### config.mk
export PLATFORM = sky130hd
export DESIGN_NAME = hcui_core
export DESIGN_NICKNAME = d
export VERILOG_FILES = /design/src/hcui_pkg.sv /design/src/hcui_core.sv
export VERILOG_INCLUDE_DIRS = /design/src /design/src/src
export SDC_FILE = /design/constraint.sdc
export NUM_CORES = 1
export LEC_CHECK = 0
export ABC_CLOCK_PERIOD_IN_PS = 1750
export BUFFER_PORTS_ARGS = -buffer_cell sky130_fd_sc_hd__buf_2
export CORE_MARGIN = 2
export CORE_UTILIZATION = 44
export DETAILED_ROUTE_END_ITERATION = 7
export HOLD_SLACK_MARGIN = 0.08
export PLACE_DENSITY = 0.8
export SYNTH_ARGS = -nofsm -noshare
export SYNTH_HDL_FRONTEND = slang
export SYNTH_SLANG_ARGS = --single-unit
### constraint.sdc
create_clock -name sys_clk -period 1.75 [get_ports sys_clk]
set_input_delay 0.35 -clock sys_clk [delete_from_list [all_inputs] [get_ports sys_clk]]
set_output_delay 0.35 -clock sys_clk [all_outputs]
set_load 0.005 [all_outputs]
### src/hcui_params.svh
// constants for the host configuration and microcontroller interrupt block
`ifndef HCUI_PARAMS_SVH
`define HCUI_PARAMS_SVH
`define HCUI_OFS_AUX         8'h2f
`define HCUI_OFS_IFC         8'h38
`define HCUI_OFS_BUFCTL      8'h37
`define HCUI_ADDR_AUX        12'h0bc
`define HCUI_ADDR_IFC        12'h0e0
`define HCUI_ADDR_BUFCTL     12'h0dc
`define HCUI_BIT_HOST_DMA_SELECT        7
`define HCUI_BIT_SLAVE       6
`define HCUI_BIT_BURST_CONTINUOUS        5
`define HCUI_BIT_IDD         4
`define HCUI_BIT_DRIVE_SELECT_MATCH        3
`define HCUI_BIT_CLOCK_SOURCE_STATUS        2
`define HCUI_BIT_W16         1
`define HCUI_BIT_SYNC_CLOCK_SWITCH        0
`define HCUI_BIT_BUSTYPE     7
`define HCUI_BIT_BURST_DMA_ENABLE        1
`define HCUI_BIT_DISK_POINTER_ARM        0
`define HCUI_BIT_SDH_DRV     4
`define HCUI_BIT_RAISE_HOST_INTERRUPT        7
`define HCUI_BIT_CLEAR_DRIVE_CHANGE        6
`define HCUI_BIT_CLEAR_SOFT_RESET        5
`define HCUI_BIT_CLEAR_FIFO_ERROR        4
`define HCUI_BIT_CLEAR_BUSY_FLAG        3
`define HCUI_BIT_CLEAR_HOST_POINTER_READY        2
`define HCUI_BIT_CLEAR_DISK_REQUEST        1
`define HCUI_BIT_CLEAR_COMMAND_SELECT        0
`define HCUI_AUX_RESET       8'h01
`define HCUI_BURST_8         5'h08
`define HCUI_BURST_16        5'h10
`define HCUI_BURST_NONE      5'h00
`endif

### src/hcui_pkg.sv
// types for the host configuration and microcontroller interrupt block
package hcui_pkg;
	typedef enum logic [2:0] {
		HCUI_CK_BUF  = 3'b001,
		HCUI_CK_GAP  = 3'b010,
		HCUI_CK_WCLK = 3'b100
	} hcui_ck_t;

	// events from the surrounding controller, one cycle or level each
	typedef struct packed {
		logic       sdh_write;
		logic [7:0] sdh_data;
		logic       cmd_write;
		logic       xt_select;
		logic       slave_irq;
		logic       soft_reset;
		logic       fifo_error;
		logic       disk_done;
		logic       disk_status_read;
		logic       disk_cmd_write;
		logic       xfer_zero;
		logic       fifo_empty;
		logic       host_ptr_armed;
		logic       ptr_pipe_load;
		logic       buffer_data_request_start;
	} hcui_events_t;

	// host interface mode outputs
	typedef struct packed {
		logic       use_dma;
		logic       slave_mode;
		logic       at_mode;
		logic       width16;
		logic       burst_cont;
		logic [4:0] burst_limit;
		logic       outputs_enable;
		logic       drive_selected;
	} hcui_mode_t;
endpackage

### src/hcui_core.sv
// host configuration, clock switch and microcontroller interrupt block
// Behaviour
// host dma bit set selects dma transfers, clear selects programmed i/o
// slave bit set makes host side a microcontroller-run slave
// slave mode with dma moves 8 or 16 bit transfers per width
// slave, idd, drive select and width clear only at power-up
// dma with burst: continuous if set, else 8 or 16 byte bursts
// idd set tri-states host data, irq and dma outputs when unselected
// at mode selected on sdh bit 4 match; xt mode on select bit
// width bit picks 8 or 16 bit host transfers
// switch bit moves drive clock glitch-free between buffer and write clock
// reset input holds buffer clock and sets switch bit
// software returns to write clock before drive commands
// status bit with switch bit reports source; mismatch means undefined
// software waits ten slow clock periods before reading clock status
// aux status reads back all control bits in place
// interrupt pin is or of seven flags; top status bit mirrors it
// at mode host change of sdh bit 4 sets drive-change flag
// soft reset and fifo over/underrun set their flags
// disk-done follows end-of-command, clears on status read or command
// host-pointer-ready sets on count zero/empty/unarmed or pipeline load
// disk request sets on transfer start; held while pointer unarmed
// command/select sets on at command, xt select, or slave irq rise
// bit 7 raises host interrupt; bit 6 clears drive-change flag
// software waits for host reset bit clear before clearing reset flag
// bits 4,2,1,0 clear their flags; bit 3 clears busy
// in master mode bus-type bit picks xt or at
// writing zero leaves flags and host interrupt unchanged
//
// The APB interface to the registers was decided locally.
`timescale 1ns/1ps
`include "hcui_params.svh"

module hcui_core
	import hcui_pkg::*;
(
	input  wire logic         sys_clk,
	input  wire logic         srst,
	input  wire logic         power_on_rst,
	input  wire logic         psel,
	input  wire logic         penable,
	input  wire logic         pwrite,
	input  wire logic [11:0]  paddr,
	input  wire logic [31:0]  pwdata,
	output logic [31:0]       prdata,
	output logic              pready,
	output logic              pslverr,
	input  wire hcui_events_t ev,
	input  wire logic         host_irq_enable,
	input  wire logic         buf_clk_alive,
	input  wire logic         wr_clk_alive,
	output hcui_mode_t        mode,
	output logic              sel_buf_clk,
	output logic              sel_wr_clk,
	output logic              uc_interrupt_pin,
	output logic              host_interrupt_request,
	output logic              clear_busy_flag,
	output logic              disk_pointer_arm
);
	typedef struct packed {
		logic [7:0] aux;
		logic [7:0] bufctl;
		logic [6:0] flags;
		logic       drq_hold;
		logic       sdh_bit;
		logic       slave_irq_d;
		logic [1:0] buf_alive_s;
		logic [1:0] wr_alive_s;
		logic [1:0] raise_host_interrupt_s;
		hcui_ck_t   ck;
		logic       clock_source_flag;
		logic       host_irq;
		logic       busy_clr;
		logic [31:0] rdata;
	} hcui_state_t;

	hcui_state_t st_reg;
	hcui_state_t st_next;
	logic        wr_en;
	logic        rd_en;
	logic [7:0]  wd;
	logic        at_mode;
	logic [6:0]  set_v;
	logic [6:0]  clr_v;
	logic        raise_host_interrupt_rise;

	// single-cycle apb answer keeps the master simple
	assign pready  = 1'b1;
	assign wr_en   = psel & penable & pwrite;
	assign rd_en   = psel & penable & ~pwrite;
	assign wd      = pwdata[7:0];
	assign prdata  = st_reg.rdata;

	// address decode used only for the error response on unmapped addresses
	function automatic logic hit(input logic [11:0] a);
		hit = (a == `HCUI_ADDR_AUX) || (a == `HCUI_ADDR_IFC)
			|| (a == `HCUI_ADDR_BUFCTL);
	endfunction

	assign pslverr = psel & penable & ~hit(paddr);

	// master mode bus type; meaningless in slave mode
	assign at_mode = ~st_reg.aux[`HCUI_BIT_SLAVE]
		& st_reg.bufctl[`HCUI_BIT_BUSTYPE];
	assign raise_host_interrupt_rise = st_reg.raise_host_interrupt_s[1] & ~st_reg.slave_irq_d;

	// flag set sources, bit order matches interface status 6..0
	always_comb
	begin
		set_v[6] = at_mode & ev.sdh_write
			& (ev.sdh_data[`HCUI_BIT_SDH_DRV] != st_reg.sdh_bit);
		set_v[5] = ev.soft_reset;
		set_v[4] = ev.fifo_error;
		set_v[3] = ev.disk_done;
		set_v[2] = (ev.xfer_zero & ev.fifo_empty & ~ev.host_ptr_armed)
			| ev.ptr_pipe_load;
		set_v[1] = ev.buffer_data_request_start;
		set_v[0] = (at_mode & ev.cmd_write)
			| (~st_reg.aux[`HCUI_BIT_SLAVE]
			& ~st_reg.bufctl[`HCUI_BIT_BUSTYPE] & ev.xt_select)
			| (st_reg.aux[`HCUI_BIT_SLAVE] & raise_host_interrupt_rise);
	end

	// write-one clears; zeros leave flags alone
	always_comb
	begin
		clr_v = 7'h00;
		if (wr_en && paddr == `HCUI_ADDR_IFC)
		begin
			clr_v[6] = wd[`HCUI_BIT_CLEAR_DRIVE_CHANGE];
			clr_v[5] = wd[`HCUI_BIT_CLEAR_SOFT_RESET];
			clr_v[4] = wd[`HCUI_BIT_CLEAR_FIFO_ERROR];
			clr_v[2] = wd[`HCUI_BIT_CLEAR_HOST_POINTER_READY];
			clr_v[1] = wd[`HCUI_BIT_CLEAR_DISK_REQUEST] & ~st_reg.drq_hold;
			clr_v[0] = wd[`HCUI_BIT_CLEAR_COMMAND_SELECT];
		end
		// disk-done clears on status read or command write
		clr_v[3] = ev.disk_status_read | ev.disk_cmd_write;
	end

	// next-state logic for all state
	always_comb
	begin
		st_next = st_reg;
		st_next.busy_clr = 1'b0;
		st_next.host_irq = 1'b0;
		// synchronise pin-level inputs
		st_next.buf_alive_s = {st_reg.buf_alive_s[0], buf_clk_alive};
		st_next.wr_alive_s  = {st_reg.wr_alive_s[0], wr_clk_alive};
		st_next.raise_host_interrupt_s      = {st_reg.raise_host_interrupt_s[0], ev.slave_irq};
		st_next.slave_irq_d = st_reg.raise_host_interrupt_s[1];
		if (at_mode && ev.sdh_write)
			st_next.sdh_bit = ev.sdh_data[`HCUI_BIT_SDH_DRV];
		// set wins over clear
		st_next.flags = (st_reg.flags & ~clr_v) | set_v;
		// unarmed pointer at request start pins the flag
		if (ev.buffer_data_request_start && !st_reg.bufctl[`HCUI_BIT_DISK_POINTER_ARM])
			st_next.drq_hold = 1'b1;
		if (ev.buffer_data_request_start && st_reg.bufctl[`HCUI_BIT_DISK_POINTER_ARM])
			st_next.bufctl[`HCUI_BIT_DISK_POINTER_ARM] = 1'b0;
		if (wr_en && paddr == `HCUI_ADDR_AUX)
		begin
			// all control bits written in place; bit 2 reads status
			st_next.aux = wd & ~(8'h01 << `HCUI_BIT_CLOCK_SOURCE_STATUS);
		end
		else if (wr_en && paddr == `HCUI_ADDR_BUFCTL)
		begin
			st_next.bufctl = wd;
			if (wd[`HCUI_BIT_DISK_POINTER_ARM])
				st_next.drq_hold = 1'b0;
		end
		else if (wr_en && paddr == `HCUI_ADDR_IFC)
		begin
			st_next.host_irq = wd[`HCUI_BIT_RAISE_HOST_INTERRUPT] & host_irq_enable;
			st_next.busy_clr = wd[`HCUI_BIT_CLEAR_BUSY_FLAG];
		end
		// glitch-free switch: stop old clock, gap, then start new
		case (st_reg.ck)
			HCUI_CK_BUF:
				if (!st_reg.aux[`HCUI_BIT_SYNC_CLOCK_SWITCH] && st_reg.buf_alive_s[1]
					&& st_reg.wr_alive_s[1])
					st_next.ck = HCUI_CK_GAP;
			HCUI_CK_WCLK:
				if (st_reg.aux[`HCUI_BIT_SYNC_CLOCK_SWITCH] && st_reg.buf_alive_s[1]
					&& st_reg.wr_alive_s[1])
					st_next.ck = HCUI_CK_GAP;
			HCUI_CK_GAP:
				st_next.ck = st_reg.aux[`HCUI_BIT_SYNC_CLOCK_SWITCH]
					? HCUI_CK_BUF : HCUI_CK_WCLK;
			default:
				st_next.ck = HCUI_CK_BUF;
		endcase
		st_next.clock_source_flag = (st_reg.ck == HCUI_CK_BUF);
		// registered read data
		st_next.rdata = 32'h0000_0000;
		if (rd_en && paddr == `HCUI_ADDR_AUX)
		begin
			st_next.rdata[7:0] = st_reg.aux;
			st_next.rdata[`HCUI_BIT_CLOCK_SOURCE_STATUS] = st_reg.clock_source_flag;
		end
		else if (rd_en && paddr == `HCUI_ADDR_IFC)
			st_next.rdata[7:0] = {|st_reg.flags, st_reg.flags};
		else if (rd_en && paddr == `HCUI_ADDR_BUFCTL)
			st_next.rdata[7:0] = st_reg.bufctl;
		// reset input: buffer clock and switch bit set
		if (srst)
		begin
			st_next.ck = HCUI_CK_BUF;
			st_next.aux[`HCUI_BIT_SYNC_CLOCK_SWITCH] = 1'b1;
			st_next.aux[`HCUI_BIT_HOST_DMA_SELECT] = 1'b0;
			st_next.aux[`HCUI_BIT_BURST_CONTINUOUS] = 1'b0;
			st_next.bufctl[`HCUI_BIT_DISK_POINTER_ARM] = 1'b0;
			st_next.bufctl[`HCUI_BIT_BURST_DMA_ENABLE] = 1'b0;
			st_next.flags = 7'h00;
			st_next.drq_hold = 1'b0;
			st_next.clock_source_flag = 1'b1;
			st_next.rdata = 32'h0000_0000;
		end
		// power-up clears everything but the switch bit, clock status flag and buffer clock select, including bits reset keeps
		if (power_on_rst)
		begin
			st_next = '0;
			st_next.aux = `HCUI_AUX_RESET;
			st_next.ck = HCUI_CK_BUF;
			st_next.clock_source_flag = 1'b1;
		end
	end

	// all state registered on one edge
	always_ff @(posedge sys_clk)
		st_reg <= st_next;

	// mode outputs
	always_comb
	begin
		mode.use_dma    = st_reg.aux[`HCUI_BIT_HOST_DMA_SELECT];
		mode.slave_mode = st_reg.aux[`HCUI_BIT_SLAVE];
		mode.at_mode    = at_mode;
		mode.width16    = st_reg.aux[`HCUI_BIT_W16];
		mode.burst_cont = st_reg.aux[`HCUI_BIT_BURST_CONTINUOUS];
		// burst length bound by host width
		if (!(st_reg.aux[`HCUI_BIT_HOST_DMA_SELECT] && st_reg.bufctl[`HCUI_BIT_BURST_DMA_ENABLE])
			|| st_reg.aux[`HCUI_BIT_BURST_CONTINUOUS])
			mode.burst_limit = `HCUI_BURST_NONE;
		else if (st_reg.aux[`HCUI_BIT_W16])
			mode.burst_limit = `HCUI_BURST_16;
		else
			mode.burst_limit = `HCUI_BURST_8;
		// drive selection under intelligent decode
		if (st_reg.bufctl[`HCUI_BIT_BUSTYPE])
			mode.drive_selected = (st_reg.sdh_bit
				== st_reg.aux[`HCUI_BIT_DRIVE_SELECT_MATCH]);
		else
			mode.drive_selected = st_reg.aux[`HCUI_BIT_DRIVE_SELECT_MATCH];
		// gate host outputs when unselected
		mode.outputs_enable = ~st_reg.aux[`HCUI_BIT_IDD]
			| mode.drive_selected;
	end

	assign sel_buf_clk            = (st_reg.ck == HCUI_CK_BUF);
	assign sel_wr_clk             = (st_reg.ck == HCUI_CK_WCLK);
	assign uc_interrupt_pin       = |st_reg.flags;
	assign host_interrupt_request = st_reg.host_irq;
	assign clear_busy_flag        = st_reg.busy_clr;
	assign disk_pointer_arm       = st_reg.bufctl[`HCUI_BIT_DISK_POINTER_ARM];
endmodule

==> results.py <==
metrics = {
    "status": {
        "status": "completed",
    },
    "finish": {
        "final_cells": 392,
        "layout-drive-gt1-share": 0.305,
        "multi_input_area_sq_um": 1060,
        "area_growth_pct": 17.6,
        "num-fill-cells": 473,
        "seq_area_sq_um": 902,
        "insertedDiodeCount": 0,
        "largest_reg_flops": 30,
        "final_common_cell": "buf_2",
        "nets": 399,
        "layout_common_cells": "buf_2 (67), dfxtp_1 (44), conb_1 (28), a21oi_1 (22), o21ai_0 (21)",
    },
    "sta": {
        "fin_tns_setup_ns": 0,
        "holdWs_ns": 0.248,
        "fin_crit_ns": 1.66,
        "hold_viol": 0,
        "rsz0062_at_grt": "false",
        "fmax_mhz": 601,
        "finalCritPeriodShare": 0.951,
        "setup_ws_ns": 0.0860,
        "setup_viol": 0,
        "slew_viol_final": 0,
        "finalClockSkew_ns": 0.00683,
    },
    "detailed_routing": {
        "first_iter_violations": 168,
        "ant_nets": 0,
        "wl_mm": 5.20,
        "num_vias": 1969,
        "avgRoutedWirePerCell_microns": 13.3,
        "firstDrtPassIters": 4,
        "route.detailed.drc": 0,
        "via_per_inst": 5.02,
    },
    "min_path": {
        "holdPathEnd": "st_reg[50]$_SDFF_PP0_",
        "whs_path_depth": 3,
        "hp-class": "input pin to flip-flop",
        "hp-start": "ev[7]",
    },
    "die": {
        "pin_count": 127,
        "die_x_microns": 75.3,
        "start_util": 0.465,
        "core_sq_um": 4820,
        "rows": 25,
        "dieHeight_microns": 75.3,
        "die-area_sq_um": 5670,
    },
    "yosys": {
        "synthDistinctLibCells": 39,
        "async_flop_share": 0,
        "yosysWarnings": 0,
        "synth_area_leaders": "dfxtp_1 (40%), buf_4 (14%), a21oi_1 (4.9%)",
        "synth-edff-count": 0,
        "synth_largest_type_area_fraction": 0.402,
        "syn_area_per_cell_sq_um": 8.64,
        "yosysSeqAreaShare": 0.402,
        "synth_area_sq_um": 2240,
        "ys_seq_elements": 45,
        "synth-main-ff-cell": "dfxtp_1",
        "synth_cells": 259,
        "synth_largest_area_cell": "dfxtp_1",
    },
    "pwr": {
        "p_per_area_nw_per_um2": 715,
        "ir_drop_uv": 370,
        "p_leak_nw": 1.13,
    },
    "placement": {
        "hpwlAfterDp_mm": 4.00,
        "place_ws_ns": 0.0121,
        "gp_congestion": 0.832,
        "numPortBuffers": 67,
        "dp.cells": 384,
    },
    "setup_path": {
        "crit_family": "simple AND/OR/NAND/NOR gates",
        "startpoint_type": "flip-flop",
        "r2r_start": "st_reg[49]$_SDFF_PP0_",
        "cp-end-kind": "primary output",
        "cp.depth": 4,
        "ff2ff_path_depth": 4,
        "cp_cell_sequence": "nand2b_4 -> xnor2_2 -> or2_2 -> buf_2",
        "path_buf_inv": 1,
        "r2r_setup_slack_ns": 0.63,
        "crit_type": "flip-flop to primary output",
        "critical_path_arrival_ns": 1.31,
        "critPathMaxStageDelay_ns": 0.34,
        "worst_path_max_delay_cell": "dfxtp_2",
        "rr_endpoint": "prdata[7]$_SDFF_PP0_",
        "cp_max_fo": 3,
        "critPathRequiredTime_ns": 1.40,
    },
    "global_route": {
        "track_usage": 0.188,
        "grt_pass1_vias": 1824,
        "gr-total-overflow": 0,
        "antenna_found_initial": 0,
        "grt_pass1_wl_mm": 8.11,
        "grt_max_degree": 18,
    },
    "clock_tree": {
        "cts.path.max_buffers": 2,
        "cts-resized-gates": 0,
        "cts.htree.levels": 2,
        "clk_latency_ns": 0.30,
        "cts_tree": "done",
        "clkTransAtPathRegs_ns": 0.08,
        "cts.sinks": 45,
        "cts_setup_buffers": 0,
        "root_buffer": "clkbuf_8",
        "cts_buffers": 5,
        "ctsHoldBuffers": 0,
    },
    "flow_run": {
        "drv_cap": 0,
    },
}
[cell type report]
cell class | instances | area share
Clock inverter | 2 | 0.00523
Sequential cell | 45 | 0.343
Clock buffer | 6 | 0.0314
Inverter | 11 | 0.0157
Timing Repair Buffer | 82 | 0.170
Tap cell | 67 | 0.0318
Multi-Input combinational cell | 179 | 0.403
[through the flow]
step	util	total power, W	instance area, sq um
after floorplan	-	0.00119	2340
after global placement	0.523	0.00123	2520
after detailed placement	0.523	0.00123	2520
after CTS	0.543	0.00189	2620
after global routing	0.546	0.00196	2630
final	0.546	0.00188	2630
[cells by family after synthesis]
group / Yosys count / synth area share
other cells: 2 / 0.00336
simple gates: 77 / 0.214
compound gates: 68 / 0.182
xor+xnor: 4 / 0.0157
flops: 45 / 0.402
mux: 2 / 0.00894
buf+inv: 61 / 0.174
[layer usage]
layer,wire length (microns),vias to the layer above,global-route usage,part of all wire
li1,-,980,-,-
met1,2130,898,0.227,0.41
met2,2560,84,0.314,0.49
met3,451,7,0.0463,0.087
met4,55,0,0.0897,0.011
met5,0,-,0,0
[how the worst max path moves through the flow]
stage / end / start
after floorplan: prdata[0]$_SDFF_PP0_ / paddr[1]
after global placement: mode[11]$_SDFFE_PP0P_ / paddr[1]
after detailed placement: prdata[0]$_SDFF_PP0_ / paddr[1]
after CTS: mode[1] / st_reg[45]$_SDFFE_PP0P_
after global routing: sel_wr_clk / st_reg[37]$_SDFFE_PP0P_
final: mode[1] / st_reg[45]$_SDFFE_PP0P_
[cells in the mapped netlist (3+ instances only)]
library cell / count
dfxtp_1: 45
buf_4: 42
a21oi_1: 22
o21ai_0: 21
nand3_1: 18
inv_1: 11
a22oi_1: 8
nor2b_1: 8
o2bb2ai_1: 8
nand2_1: 7
nor2_1: 7
nor3_1: 6
a31oi_1: 5
clkbuf_1: 5
nor3b_1: 5
nand4_1: 4
and3_1: 3
and4_1: 3
nand2b_1: 3
xnor2_1: 3
[worst min-delay path, stage by stage]
cell	delay [ns]
buf_2	0.08
a21oi_1	0.03
nor2_1	0.06
[where the power goes]
group / total (W) / switching, W / leakage, nW / internal, W
logic: 0.000166 / 0.0000964 / 0.715 / 0.0000697
clock network: 0.000670 / 0.000350 / 0.0512 / 0.000320
registers: 0.00105 / 0.00000817 / 0.366 / 0.00104
total: 0.00188 / 0.000455 / 1.13 / 0.00143
No activity file was read; power rests on OpenSTA's default activity.
